**config.mk**
```make
export PLATFORM = sky130hd
export DESIGN_NAME = ctc_timer
export DESIGN_NICKNAME = d
export VERILOG_FILES = /design/src/ctc_pkg.sv /design/src/ctc_timer.sv
export SDC_FILE = /design/constraint.sdc
export NUM_CORES = 1
export LEC_CHECK = 0
export BUFFER_PORTS_ARGS = -buffer_cell sky130_fd_sc_hd__clkbuf_2
export CORE_ASPECT_RATIO = 1.5
export CORE_MARGIN = 1.5
export CORE_UTILIZATION = 50
export CTS_CLUSTER_DIAMETER = 50
export DETAILED_ROUTE_END_ITERATION = 8
export PLACE_DENSITY = 0.76
export SLEW_MARGIN = 20
export SYNTH_ARGS = -nofsm -noshare
export SYNTH_HDL_FRONTEND = slang
export SYNTH_SLANG_ARGS = --single-unit
```
**constraint.sdc**
```tcl
create_clock -name clock_i -period 5.8 [get_ports clock_i]
set_clock_uncertainty 0.05 [all_clocks]
set_input_delay 0.29 -clock clock_i [delete_from_list [all_inputs] [get_ports clock_i]]
set_output_delay 0.29 -clock clock_i [all_outputs]
set_load 0.02 [all_outputs]
```
**src/ctc_pkg.sv**
```systemverilog
// Package for the compact timer core: register map, field layouts, modes
package ctc_pkg;
  localparam int unsigned ADDR_W = 5;
  // Byte offsets of the registers
  localparam logic [4:0] OFF_PIN_FUNCTION_SELECT = 5'h00;
  localparam logic [4:0] OFF_TIMER_CONTROL_ZERO  = 5'h04;
  localparam logic [4:0] OFF_TIMER_CONTROL_ONE   = 5'h08;
  localparam logic [4:0] OFF_COUNTER_VALUE_LOW   = 5'h0c;
  localparam logic [4:0] OFF_COUNTER_VALUE_HIGH  = 5'h10;
  localparam logic [4:0] OFF_COMPARE_A_LOW       = 5'h14;
  localparam logic [4:0] OFF_COMPARE_A_HIGH      = 5'h18;
  // Pin function select field positions
  localparam int unsigned THIRD_TIMER_CLOCK_PIN_SEL   = 7;
  localparam int unsigned SECOND_TIMER_CLOCK_PIN_SEL  = 6;
  localparam int unsigned COMPACT_TIMER_CLOCK_PIN_SEL = 5;
  localparam int unsigned EXT_INTERRUPT_PIN_SEL       = 4;
  localparam int unsigned PORTD4_SPECIAL_SEL          = 0;
  // Reset values and counter constants
  localparam logic [7:0] RST_PIN_FUNCTION_SELECT = 8'h00;
  localparam logic [7:0] RST_CONTROL             = 8'h00;
  localparam logic [9:0] RST_COUNTER             = 10'h000;
  localparam logic [9:0] RST_COMPARE_A           = 10'h000;
  localparam logic [9:0] COUNTER_MAX             = 10'h3ff;
  localparam int unsigned PERIOD_SHIFT           = 7;
  localparam logic [1:0] SYS_DIV4_LAST           = 2'h3;
  // Counter clock sources
  localparam logic [2:0] CK_SYS_DIV4 = 3'h0;
  localparam logic [2:0] CK_SYS      = 3'h1;
  localparam logic [2:0] CK_FH_DIV16 = 3'h2;
  localparam logic [2:0] CK_FH_DIV64 = 3'h3;
  localparam logic [2:0] CK_SUB      = 3'h4;
  localparam logic [2:0] CK_RESERVED = 3'h5;
  localparam logic [2:0] CK_PIN_RISE = 3'h6;
  localparam logic [2:0] CK_PIN_FALL = 3'h7;
  // AXI responses
  localparam logic [1:0] RESP_OKAY   = 2'h0;
  localparam logic [1:0] RESP_SLVERR = 2'h2;

  typedef enum logic [1:0] {
    MODE_COMPARE = 2'b00,
    MODE_UNDEF   = 2'b01,
    MODE_PWM     = 2'b10,
    MODE_TIMER   = 2'b11
  } ctc_mode_type;

  typedef struct packed {
    logic       pause;
    logic [2:0] clk_sel;
    logic       timer_on_control;
    logic [2:0] period_compare_value;
  } ctc_ctl0_type;

  typedef struct packed {
    ctc_mode_type mode;
    logic [1:0]   out_func;
    logic         out_ctrl;
    logic         polarity;
    logic         duty_swap;
    logic         counter_clear_select;
  } ctc_ctl1_type;
endpackage : ctc_pkg

```
**src/ctc_timer.sv**
```systemverilog
// Compact 10-bit timer core with buffered byte access over AXI4-Lite
//
// Overview of operation
// RQ1 - Ten-bit up counter advances on each active edge of the selected clock.
// RQ2 - Period compare holds three bits, compared with counter bits 9 to 7.
// RQ3 - Compare A holds ten bits, compared with the whole counter.
// RQ4 - Software cannot write the counter; an on-bit rise clears it.
// RQ5 - Overflow or selected compare match clears counter and raises interrupt.
// RQ6 - Modes: compare match output, timer/event counter, PWM output.
// RQ7 - Two outputs; the second is the same waveform or its inverse.
// RQ8 - Low bytes go through one shared buffer, moved only on high-byte access.
// RQ9 - Writing compare low byte fills only the buffer.
// RQ10 - Writing compare high byte loads it and copies buffer into low byte.
// RQ11 - Reading a high byte returns it and captures low byte into buffer.
// RQ12 - Reading a low byte address returns the buffer.
// RQ13 - Software writes low then high, reads high then low.
// RQ14 - Counter pair is read only; compare A pair is read/write.
// RQ15 - Counter high byte bits 7..2 read zero, bits 1..0 are counter 9..8.
// RQ16 - Select bit 7 routes third timer clock from port A2 or D2.
// RQ17 - Select bit 6 routes second timer clock from port A0 or D3.
// RQ18 - Select bit 5 routes this timer clock from port A2 or D1.
// RQ19 - Select bits 3..0 pick LCD segment or enhanced timer output on D7..D4.
// RQ20 - Software never enables more than one timer input in capture mode.
// RQ21 - Clear select 0 clears on period match, 1 on compare A match.
// RQ22 - One buffer serves every low-byte access of the timer.
//
// Added by the designer: the register addresses and the AXI4-Lite slave port.
`timescale 1ns/1ns
module ctc_timer (
  input  wire logic                       clock_i,
  input  wire logic                       sys_rst_i,
  input  wire logic [ctc_pkg::ADDR_W-1:0] s_axi_awaddr,
  input  wire logic                       s_axi_awvalid,
  output logic                            s_axi_awready,
  input  wire logic [31:0]                s_axi_wdata,
  input  wire logic [3:0]                 s_axi_wstrb,
  input  wire logic                       s_axi_wvalid,
  output logic                            s_axi_wready,
  output logic [1:0]                      s_axi_bresp,
  output logic                            s_axi_bvalid,
  input  wire logic                       s_axi_bready,
  input  wire logic [ctc_pkg::ADDR_W-1:0] s_axi_araddr,
  input  wire logic                       s_axi_arvalid,
  output logic                            s_axi_arready,
  output logic [31:0]                     s_axi_rdata,
  output logic [1:0]                      s_axi_rresp,
  output logic                            s_axi_rvalid,
  input  wire logic                       s_axi_rready,
  input  wire logic                       fh_div16_tick_i,
  input  wire logic                       fh_div64_tick_i,
  input  wire logic                       fsub_tick_i,
  input  wire logic                       port_a_pin0_i,
  input  wire logic                       port_a_pin2_i,
  input  wire logic                       port_d_pin1_i,
  input  wire logic                       port_d_pin2_i,
  input  wire logic                       port_d_pin3_i,
  input  wire logic                       out_b_invert_i,
  input  wire logic [3:0]                 lcd_segment_i,
  input  wire logic [3:0]                 enhanced_timer_out_i,
  output logic                            second_timer_clock_in_o,
  output logic                            third_timer_clock_in_o,
  output logic                            ext_interrupt_pin_sel_o,
  output logic [3:0]                      port_d_hi_func_o,
  output logic                            compact_timer_out_a_o,
  output logic                            compact_timer_out_b_o,
  output logic                            int_compare_a_o,
  output logic                            int_compare_p_o,
  output logic                            int_req_o
);

  function automatic logic [7:0] hi_byte(input logic [1:0] v);
    hi_byte = {6'h00, v};
  endfunction : hi_byte

  logic [7:0]            pin_function_select_q;
  ctc_pkg::ctc_ctl0_type ctl0_q;
  ctc_pkg::ctc_ctl1_type ctl1_q;
  logic [9:0]            counter_q;
  logic [9:0]            compare_a_value_q;
  logic [7:0]            byte_buf_q;
  logic                  on_prev_q;
  logic [1:0]            div4_q;
  logic [2:0]            pin_sync_q;
  logic                  pin_filt_q;
  logic                  pin_prev_q;
  logic                  cmp_level_q;

  // AXI slave holding state
  logic                       aw_held_q;
  logic [ctc_pkg::ADDR_W-1:0] aw_addr_q;
  logic                       w_held_q;
  logic [7:0]                 w_data_q;
  logic                       w_lane_q;

  logic       wr_fire;
  logic       rd_fire;
  logic       on_rise;
  logic       src_tick;
  logic       tick;
  logic [9:0] period_last;
  logic       a_hit;
  logic       p_hit;
  logic       ovf_hit;
  logic       clear_hit;
  logic       pwm_active;
  logic       wave;

  assign s_axi_awready = !aw_held_q && !s_axi_bvalid;
  assign s_axi_wready  = !w_held_q && !s_axi_bvalid;
  assign s_axi_arready = !s_axi_rvalid;
  assign wr_fire       = aw_held_q && w_held_q && !s_axi_bvalid;
  assign rd_fire       = s_axi_arvalid && s_axi_arready;

  always_ff @(posedge clock_i) begin
    if (sys_rst_i) begin
      aw_held_q <= 1'b0;
      aw_addr_q <= '0;
    end else if (s_axi_awvalid && s_axi_awready) begin
      aw_held_q <= 1'b1;
      aw_addr_q <= s_axi_awaddr;
    end else if (wr_fire) begin
      aw_held_q <= 1'b0;
    end
  end

  always_ff @(posedge clock_i) begin
    if (sys_rst_i) begin
      w_held_q <= 1'b0;
      w_data_q <= 8'h00;
      w_lane_q <= 1'b0;
    end else if (s_axi_wvalid && s_axi_wready) begin
      w_held_q <= 1'b1;
      w_data_q <= s_axi_wdata[7:0];
      w_lane_q <= s_axi_wstrb[0];
    end else if (wr_fire) begin
      w_held_q <= 1'b0;
    end
  end

  function automatic logic mapped(input logic [ctc_pkg::ADDR_W-1:0] a);
    mapped = (a == ctc_pkg::OFF_PIN_FUNCTION_SELECT) || (a == ctc_pkg::OFF_TIMER_CONTROL_ZERO)
          || (a == ctc_pkg::OFF_TIMER_CONTROL_ONE) || (a == ctc_pkg::OFF_COUNTER_VALUE_LOW)
          || (a == ctc_pkg::OFF_COUNTER_VALUE_HIGH) || (a == ctc_pkg::OFF_COMPARE_A_LOW)
          || (a == ctc_pkg::OFF_COMPARE_A_HIGH);
  endfunction : mapped

  always_ff @(posedge clock_i) begin
    if (sys_rst_i) begin
      s_axi_bvalid <= 1'b0;
      s_axi_bresp  <= ctc_pkg::RESP_OKAY;
    end else if (wr_fire) begin
      s_axi_bvalid <= 1'b1;
      s_axi_bresp  <= mapped(aw_addr_q) ? ctc_pkg::RESP_OKAY : ctc_pkg::RESP_SLVERR;
    end else if (s_axi_bready) begin
      s_axi_bvalid <= 1'b0;
    end
  end

  // Low-byte addresses return the buffer, never the live low byte
  always_ff @(posedge clock_i) begin
    if (sys_rst_i) begin
      s_axi_rvalid <= 1'b0;
      s_axi_rdata  <= 32'h0000_0000;
      s_axi_rresp  <= ctc_pkg::RESP_OKAY;
    end else if (rd_fire) begin
      s_axi_rvalid <= 1'b1;
      s_axi_rresp  <= mapped(s_axi_araddr) ? ctc_pkg::RESP_OKAY : ctc_pkg::RESP_SLVERR;
      unique case (s_axi_araddr)
        ctc_pkg::OFF_PIN_FUNCTION_SELECT: s_axi_rdata <= {24'h0, pin_function_select_q};
        ctc_pkg::OFF_TIMER_CONTROL_ZERO:  s_axi_rdata <= {24'h0, ctl0_q};
        ctc_pkg::OFF_TIMER_CONTROL_ONE:   s_axi_rdata <= {24'h0, ctl1_q};
        ctc_pkg::OFF_COUNTER_VALUE_LOW:   s_axi_rdata <= {24'h0, byte_buf_q}; // RQ12
        ctc_pkg::OFF_COUNTER_VALUE_HIGH:  s_axi_rdata <= {24'h0, hi_byte(counter_q[9:8])}; // RQ15
        ctc_pkg::OFF_COMPARE_A_LOW:       s_axi_rdata <= {24'h0, byte_buf_q}; // RQ12
        ctc_pkg::OFF_COMPARE_A_HIGH:      s_axi_rdata <= {24'h0, hi_byte(compare_a_value_q[9:8])};
        default:                          s_axi_rdata <= 32'h0000_0000;
      endcase
    end else if (s_axi_rready) begin
      s_axi_rvalid <= 1'b0;
    end
  end

  logic wr_en;
  assign wr_en = wr_fire && w_lane_q;

  always_ff @(posedge clock_i) begin
    if (sys_rst_i) begin
      pin_function_select_q <= ctc_pkg::RST_PIN_FUNCTION_SELECT;
      ctl0_q                <= ctc_pkg::ctc_ctl0_type'(ctc_pkg::RST_CONTROL);
      ctl1_q                <= ctc_pkg::ctc_ctl1_type'(ctc_pkg::RST_CONTROL);
    end else if (wr_en) begin
      if (aw_addr_q == ctc_pkg::OFF_PIN_FUNCTION_SELECT) pin_function_select_q <= w_data_q;
      if (aw_addr_q == ctc_pkg::OFF_TIMER_CONTROL_ZERO)  ctl0_q <= ctc_pkg::ctc_ctl0_type'(w_data_q);
      if (aw_addr_q == ctc_pkg::OFF_TIMER_CONTROL_ONE)   ctl1_q <= ctc_pkg::ctc_ctl1_type'(w_data_q);
    end
  end

  // One buffer for all pairs, so interleaving two pairs corrupts a transfer
  // Write side wins over a same-cycle high-byte read capture
  always_ff @(posedge clock_i) begin
    if (sys_rst_i) begin
      byte_buf_q <= 8'h00;
    end else if (wr_en && aw_addr_q == ctc_pkg::OFF_COMPARE_A_LOW) begin
      byte_buf_q <= w_data_q; // RQ9 RQ22
    end else if (rd_fire && s_axi_araddr == ctc_pkg::OFF_COUNTER_VALUE_HIGH) begin
      byte_buf_q <= counter_q[7:0]; // RQ11 RQ22
    end else if (rd_fire && s_axi_araddr == ctc_pkg::OFF_COMPARE_A_HIGH) begin
      byte_buf_q <= compare_a_value_q[7:0]; // RQ11
    end
  end

  // Counter pair has no write path; compare pair moves only on its high byte
  always_ff @(posedge clock_i) begin
    if (sys_rst_i) begin
      compare_a_value_q <= ctc_pkg::RST_COMPARE_A;
    end else if (wr_en && aw_addr_q == ctc_pkg::OFF_COMPARE_A_HIGH) begin
      compare_a_value_q <= {w_data_q[1:0], byte_buf_q}; // RQ8 RQ10 RQ14
    end
  end

  // Pin routing, registered so the outputs come from flip-flops
  always_ff @(posedge clock_i) begin
    if (sys_rst_i) begin
      third_timer_clock_in_o  <= 1'b0;
      second_timer_clock_in_o <= 1'b0;
      ext_interrupt_pin_sel_o <= 1'b0;
      port_d_hi_func_o        <= 4'h0;
    end else begin
      third_timer_clock_in_o  <= pin_function_select_q[ctc_pkg::THIRD_TIMER_CLOCK_PIN_SEL]
                                 ? port_d_pin2_i : port_a_pin2_i; // RQ16
      second_timer_clock_in_o <= pin_function_select_q[ctc_pkg::SECOND_TIMER_CLOCK_PIN_SEL]
                                 ? port_d_pin3_i : port_a_pin0_i; // RQ17
      ext_interrupt_pin_sel_o <= pin_function_select_q[ctc_pkg::EXT_INTERRUPT_PIN_SEL];
      for (int i = 0; i < 4; i++) begin
        port_d_hi_func_o[i] <= pin_function_select_q[ctc_pkg::PORTD4_SPECIAL_SEL + i]
                               ? enhanced_timer_out_i[i] : lcd_segment_i[i]; // RQ19
      end
    end
  end

  // External clock pin: three stages, level taken when stages two and three agree
  logic pin_raw;
  assign pin_raw = pin_function_select_q[ctc_pkg::COMPACT_TIMER_CLOCK_PIN_SEL]
                   ? port_d_pin1_i : port_a_pin2_i; // RQ18

  always_ff @(posedge clock_i) begin
    if (sys_rst_i) begin
      pin_sync_q <= 3'h0;
      pin_filt_q <= 1'b0;
      pin_prev_q <= 1'b0;
    end else begin
      pin_sync_q <= {pin_sync_q[1:0], pin_raw};
      if (pin_sync_q[1] == pin_sync_q[2]) pin_filt_q <= pin_sync_q[2];
      pin_prev_q <= pin_filt_q;
    end
  end

  always_ff @(posedge clock_i) begin
    if (sys_rst_i) div4_q <= 2'h0;
    else           div4_q <= div4_q + 2'h1;
  end

  // Reserved source gives no edges, which halts the counter
  always_comb begin
    unique case (ctl0_q.clk_sel)
      ctc_pkg::CK_SYS_DIV4: src_tick = (div4_q == ctc_pkg::SYS_DIV4_LAST);
      ctc_pkg::CK_SYS:      src_tick = 1'b1;
      ctc_pkg::CK_FH_DIV16: src_tick = fh_div16_tick_i;
      ctc_pkg::CK_FH_DIV64: src_tick = fh_div64_tick_i;
      ctc_pkg::CK_SUB:      src_tick = fsub_tick_i;
      ctc_pkg::CK_RESERVED: src_tick = 1'b0;
      ctc_pkg::CK_PIN_RISE: src_tick = pin_filt_q && !pin_prev_q;
      ctc_pkg::CK_PIN_FALL: src_tick = !pin_filt_q && pin_prev_q;
    endcase
  end

  assign on_rise     = ctl0_q.timer_on_control && !on_prev_q;
  assign tick        = src_tick && ctl0_q.timer_on_control && !ctl0_q.pause && !on_rise; // RQ1
  // Last count before the top three bits reach the period value; zero means full wrap
  assign period_last = {ctl0_q.period_compare_value, 7'h00} - 10'h001; // RQ2
  assign p_hit       = tick && (counter_q == period_last); // RQ2
  assign a_hit       = tick && (counter_q == compare_a_value_q); // RQ3
  assign ovf_hit     = tick && (counter_q == ctc_pkg::COUNTER_MAX);
  assign clear_hit   = ovf_hit || (ctl1_q.counter_clear_select ? a_hit : p_hit); // RQ21

  always_ff @(posedge clock_i) begin
    if (sys_rst_i) on_prev_q <= 1'b0;
    else           on_prev_q <= ctl0_q.timer_on_control;
  end

  always_ff @(posedge clock_i) begin
    if (sys_rst_i) begin
      counter_q <= ctc_pkg::RST_COUNTER;
    end else if (on_rise) begin
      counter_q <= 10'h000; // RQ4
    end else if (clear_hit) begin
      counter_q <= 10'h000; // RQ5
    end else if (tick) begin
      counter_q <= counter_q + 10'h001; // RQ1
    end
  end

  // Each comparator raises its own request whether or not it clears the counter
  always_ff @(posedge clock_i) begin
    if (sys_rst_i) begin
      int_compare_a_o <= 1'b0;
      int_compare_p_o <= 1'b0;
      int_req_o       <= 1'b0;
    end else begin
      int_compare_a_o <= a_hit;
      int_compare_p_o <= p_hit;
      int_req_o       <= a_hit || p_hit || ovf_hit; // RQ5
    end
  end

  // Compare output level: initial level on enable, then steered by A matches
  always_ff @(posedge clock_i) begin
    if (sys_rst_i) begin
      cmp_level_q <= 1'b0;
    end else if (on_rise) begin
      cmp_level_q <= ctl1_q.out_ctrl;
    end else if (a_hit && ctl1_q.mode == ctc_pkg::MODE_COMPARE) begin
      unique case (ctl1_q.out_func)
        2'b00: cmp_level_q <= cmp_level_q;
        2'b01: cmp_level_q <= 1'b0;
        2'b10: cmp_level_q <= 1'b1;
        2'b11: cmp_level_q <= !cmp_level_q; // RQ6
      endcase
    end
  end

  // PWM duty from A and period from P, or swapped
  assign pwm_active = ctl1_q.duty_swap ? (counter_q < {ctl0_q.period_compare_value, 7'h00})
                                       : (counter_q < compare_a_value_q);

  always_comb begin
    unique case (ctl1_q.mode)
      ctc_pkg::MODE_COMPARE: wave = cmp_level_q;
      ctc_pkg::MODE_PWM: begin
        unique case (ctl1_q.out_func)
          2'b00:   wave = !ctl1_q.out_ctrl;
          2'b01:   wave = ctl1_q.out_ctrl;
          2'b10:   wave = pwm_active ? ctl1_q.out_ctrl : !ctl1_q.out_ctrl; // RQ6
          default: wave = !ctl1_q.out_ctrl;
        endcase
      end
      default: wave = 1'b0;
    endcase
  end

  // Timer/counter mode leaves the pins low; polarity then has no effect
  always_ff @(posedge clock_i) begin
    if (sys_rst_i) begin
      compact_timer_out_a_o <= 1'b0;
      compact_timer_out_b_o <= 1'b0;
    end else if (ctl1_q.mode == ctc_pkg::MODE_TIMER || ctl1_q.mode == ctc_pkg::MODE_UNDEF) begin
      compact_timer_out_a_o <= 1'b0;
      compact_timer_out_b_o <= 1'b0;
    end else begin
      compact_timer_out_a_o <= wave ^ ctl1_q.polarity; // RQ6
      compact_timer_out_b_o <= wave ^ ctl1_q.polarity ^ out_b_invert_i; // RQ7
    end
  end
endmodule : ctc_timer

```
==> results.json <==
{
  "ant_nets": 0,
  "p_int_mw": 1.034,
  "finalCritPeriodShare_pct": 44.69,
  "min_path_type": "in -> reg",
  "clock-root-buffer": "clkbuf_16",
  "synth_most_common_cell": "dfxtp_1",
  "crit_slowest_cell": "nor2b_1",
  "hold_buffers": 0,
  "synthCells": 560,
  "synthDominantCellAreaShare_pct": 40.53,
  "die_area_sq_mm": 0.01060,
  "yosys_register_bits": 101,
  "synthTopCellsByArea": "dfxtp_1 41%, mux2i_1 12%, nor2_1 7.1%, ha_1 5.0%, a21oi_1 4.1%",
  "dr_total_vias": 4117,
  "max_freq_ghz": 0.3858,
  "drive_gt1_share_pct": 15.86,
  "grt_start_max_net_pins": 93,
  "synth_area_per_cell_sq_um": 8.908,
  "grt_setup_unrepaired": "false",
  "ys_types": 59,
  "path_max_fanout": 8,
  "ys_seq_area_share_pct": 40.53,
  "start_util_pct": 51.49,
  "syn_to_final_growth_pct": 10.96,
  "leakagePower_nw": 2.321,
  "finalSetupViolCount": 0,
  "worst_ir_drop_vdd_mv": 0.2411,
  "synthArstFlopShare_pct": 0,
  "synth_area_sq_mm": 0.004989,
  "num_antenna_cells": 0,
  "coreArea_sq_mm": 0.009689,
  "nets": 704,
  "path_delay_family": "simple AND/OR/NAND/NOR gates",
  "clkTransAtPathRegs_ps": 70,
  "hpwl_microns": 8451,
  "die_width_microns": 84.56,
  "cp.arrival_ps": 2740,
  "postCtsResizedCells": 0,
  "p_sw_uw": 343.8,
  "outcome": "finished clean",
  "wire_per_inst_microns": 15.68,
  "cts_buffer_depth": 2,
  "antenna_found_initial": 0,
  "grt-ovfl-total": 0,
  "cts_setup_buffers": 0,
  "slew_violations": 0,
  "grt_pass1_vias": 3975,
  "htree_levels": 3,
  "setup_tns_ps": 0,
  "ios": 123,
  "timing.rr.start": "s_axi_bvalid",
  "post-route-drc-count": 0,
  "cts-buffers-inserted": 9,
  "ys.flop_type": "dfxtp_1",
  "port_buffers": 69,
  "clk_latency_ps": 340,
  "clkPwrFrac_pct": 39.7,
  "ys_top_cells_by_count": "101 x dfxtp_1, 94 x nor2_1, 59 x mux2i_1",
  "finalHoldViolCount": 0,
  "first_iter_violations": 304,
  "critPathLaunch": "s_axi_bvalid",
  "p_sw_share_pct": 24.95,
  "synth_top_cell_by_area": "dfxtp_1",
  "cts_tree": "done",
  "vias_per_cell": 5.617,
  "cp_data_required_time_ps": 5950,
  "min_period_ps": 2592,
  "cp_slowest_stage_delay_ps": 840,
  "gp_congestion": 0.8891,
  "synth_edf_count": 0,
  "grt_first_pass_wirelength_microns": 18790,
  "cts_num_sinks": 101,
  "cp-end-kind": "flip-flop",
  "power_frac_comb_pct": 7.6,
  "die_y_microns": 125.3,
  "startpoint_type": "flip-flop",
  "worstPathBufferInverterCount": 0,
  "drt_pass1_iterations": 5,
  "drt-total-wl_microns": 11490,
  "pwr-share-seq_pct": 52.7,
  "tightest_slew_ps": 1024,
  "grtUsageTotal_pct": 22.11,
  "hold_start": "s_axi_wstrb[0]",
  "rows": 44,
  "worstPathCellList": "and3b_1 -> nand3_1 -> nor3b_1 -> nor2b_1 -> mux2i_1 -> nor2_1",
  "power_density_mw_per_mm2": 249.0,
  "holdWs_ps": 108.5,
  "max-cap-violations": 0,
  "synth_warnings": 0,
  "max_slew_margin_pct": 31.61,
  "path_class": "reg -> reg"
}
-- path summary, 6_finish.rpt --
| path | to | slack [ps] | cells past startpoint |
|---|---|---|---|
| hold / removal | w_lane_q | 110 | 3 |
| setup reg to reg | ctl1_q[5] | 3210 | 6 |
| setup / recovery | ctl1_q[5] | 3210 | 6 |
| hold reg to reg | div4_q[0] | 380 | 1 |
-- power by group through the flow --
stage / clock network, mW / logic (mW) / registers (mW)
final: 0.547 / 0.105 / 0.727
after detailed placement: 0 / 0.105 / 0.742
after CTS: 0.557 / 0.105 / 0.726
after global routing: 0.585 / 0.116 / 0.728
after floorplan: 0 / 0.0863 / 0.739
after global placement: 0 / 0.102 / 0.741
-- placed cells by master, fill, tap and decap left out, drive strengths merged, types with 10 or more instances in the layout --
cell type	n
dfxtp	101
nor2	94
clkbuf	78
mux2i	59
a21oi	41
nand2	30
inv	28
conb	26
ha	20
a22oi	15
nor2b	12
a211oi	12
nand3	11
o21ai	10
-- logic make-up after synthesis --
group	synth area share (%)
compound gates	12.82
other cells	0.07517
mux	12.52
buf+inv	8.252
fa+ha+maj	5.016
simple gates	18.69
xor+xnor	2.107
flops	40.53
-- metrics by stage --
step | power, mW | util, % | instance area (sq um) | setup WS (ps) | std cells
2_1_floorplan | 0.8257 | - | 5082 | 3882 | 585
3_3_place_gp | 0.8431 | 54.38 | 5269 | 3404 | 718
3_5_place_dp | 0.8469 | 54.38 | 5269 | 3310 | 718
4_1_cts | 1.389 | 57.13 | 5535 | 3238 | 733
5_1_grt | 1.429 | 57.13 | 5535 | 3108 | 733
6_report | 1.378 | 57.13 | 5535 | 3208 | 733
-- layout make-up --
cell class	count	area [sq um]
fill	887	4154
inverter	27	101.3
clock buffer	10	229.0
multi-input combinational	405	2649
timing repair buffer	70	352.8
tap	115	143.9
clock inverter	5	37.54
sequential	101	2022
-- registers in the layout (all words and copies together), names as in the netlist, 2 cells and up --
| signal | cells |
|---|---|
| w_data_q | 8 |
| ctl1_q | 8 |
| div4_q | 2 |
| ctl0_q | 8 |
| pin_function_select_q | 8 |
| aw_addr_q | 5 |
| pin_sync_q | 3 |
| compare_a_value_q | 10 |
| port_d_hi_func_o | 4 |
| s_axi_rdata | 8 |
| counter_q | 10 |
| byte_buf_q | 8 |
-- per-layer routing --
| metal | part of all wire, % | up-vias | global-route usage, % | wire (microns) |
|---|---|---|---|---|
| li1 | - | 1993 | - | - |
| met1 | 39 | 1944 | 25.05 | 4521 |
| met3 | 5.3 | 32 | 3.960 | 611 |
| met4 | 5.5 | 0 | 13.28 | 632 |
| met5 | 0 | - | 0 | 0 |
| met2 | 50 | 148 | 38.14 | 5724 |
-- tightest hold or removal path: cells and delay by family --
kind	cells	cell delay, ps
AO/OA/AOI/OAI	1	50
buffers and inverters	1	80
AND/OR/NAND/NOR	1	40
No activity file was read; power rests on OpenSTA's default activity.
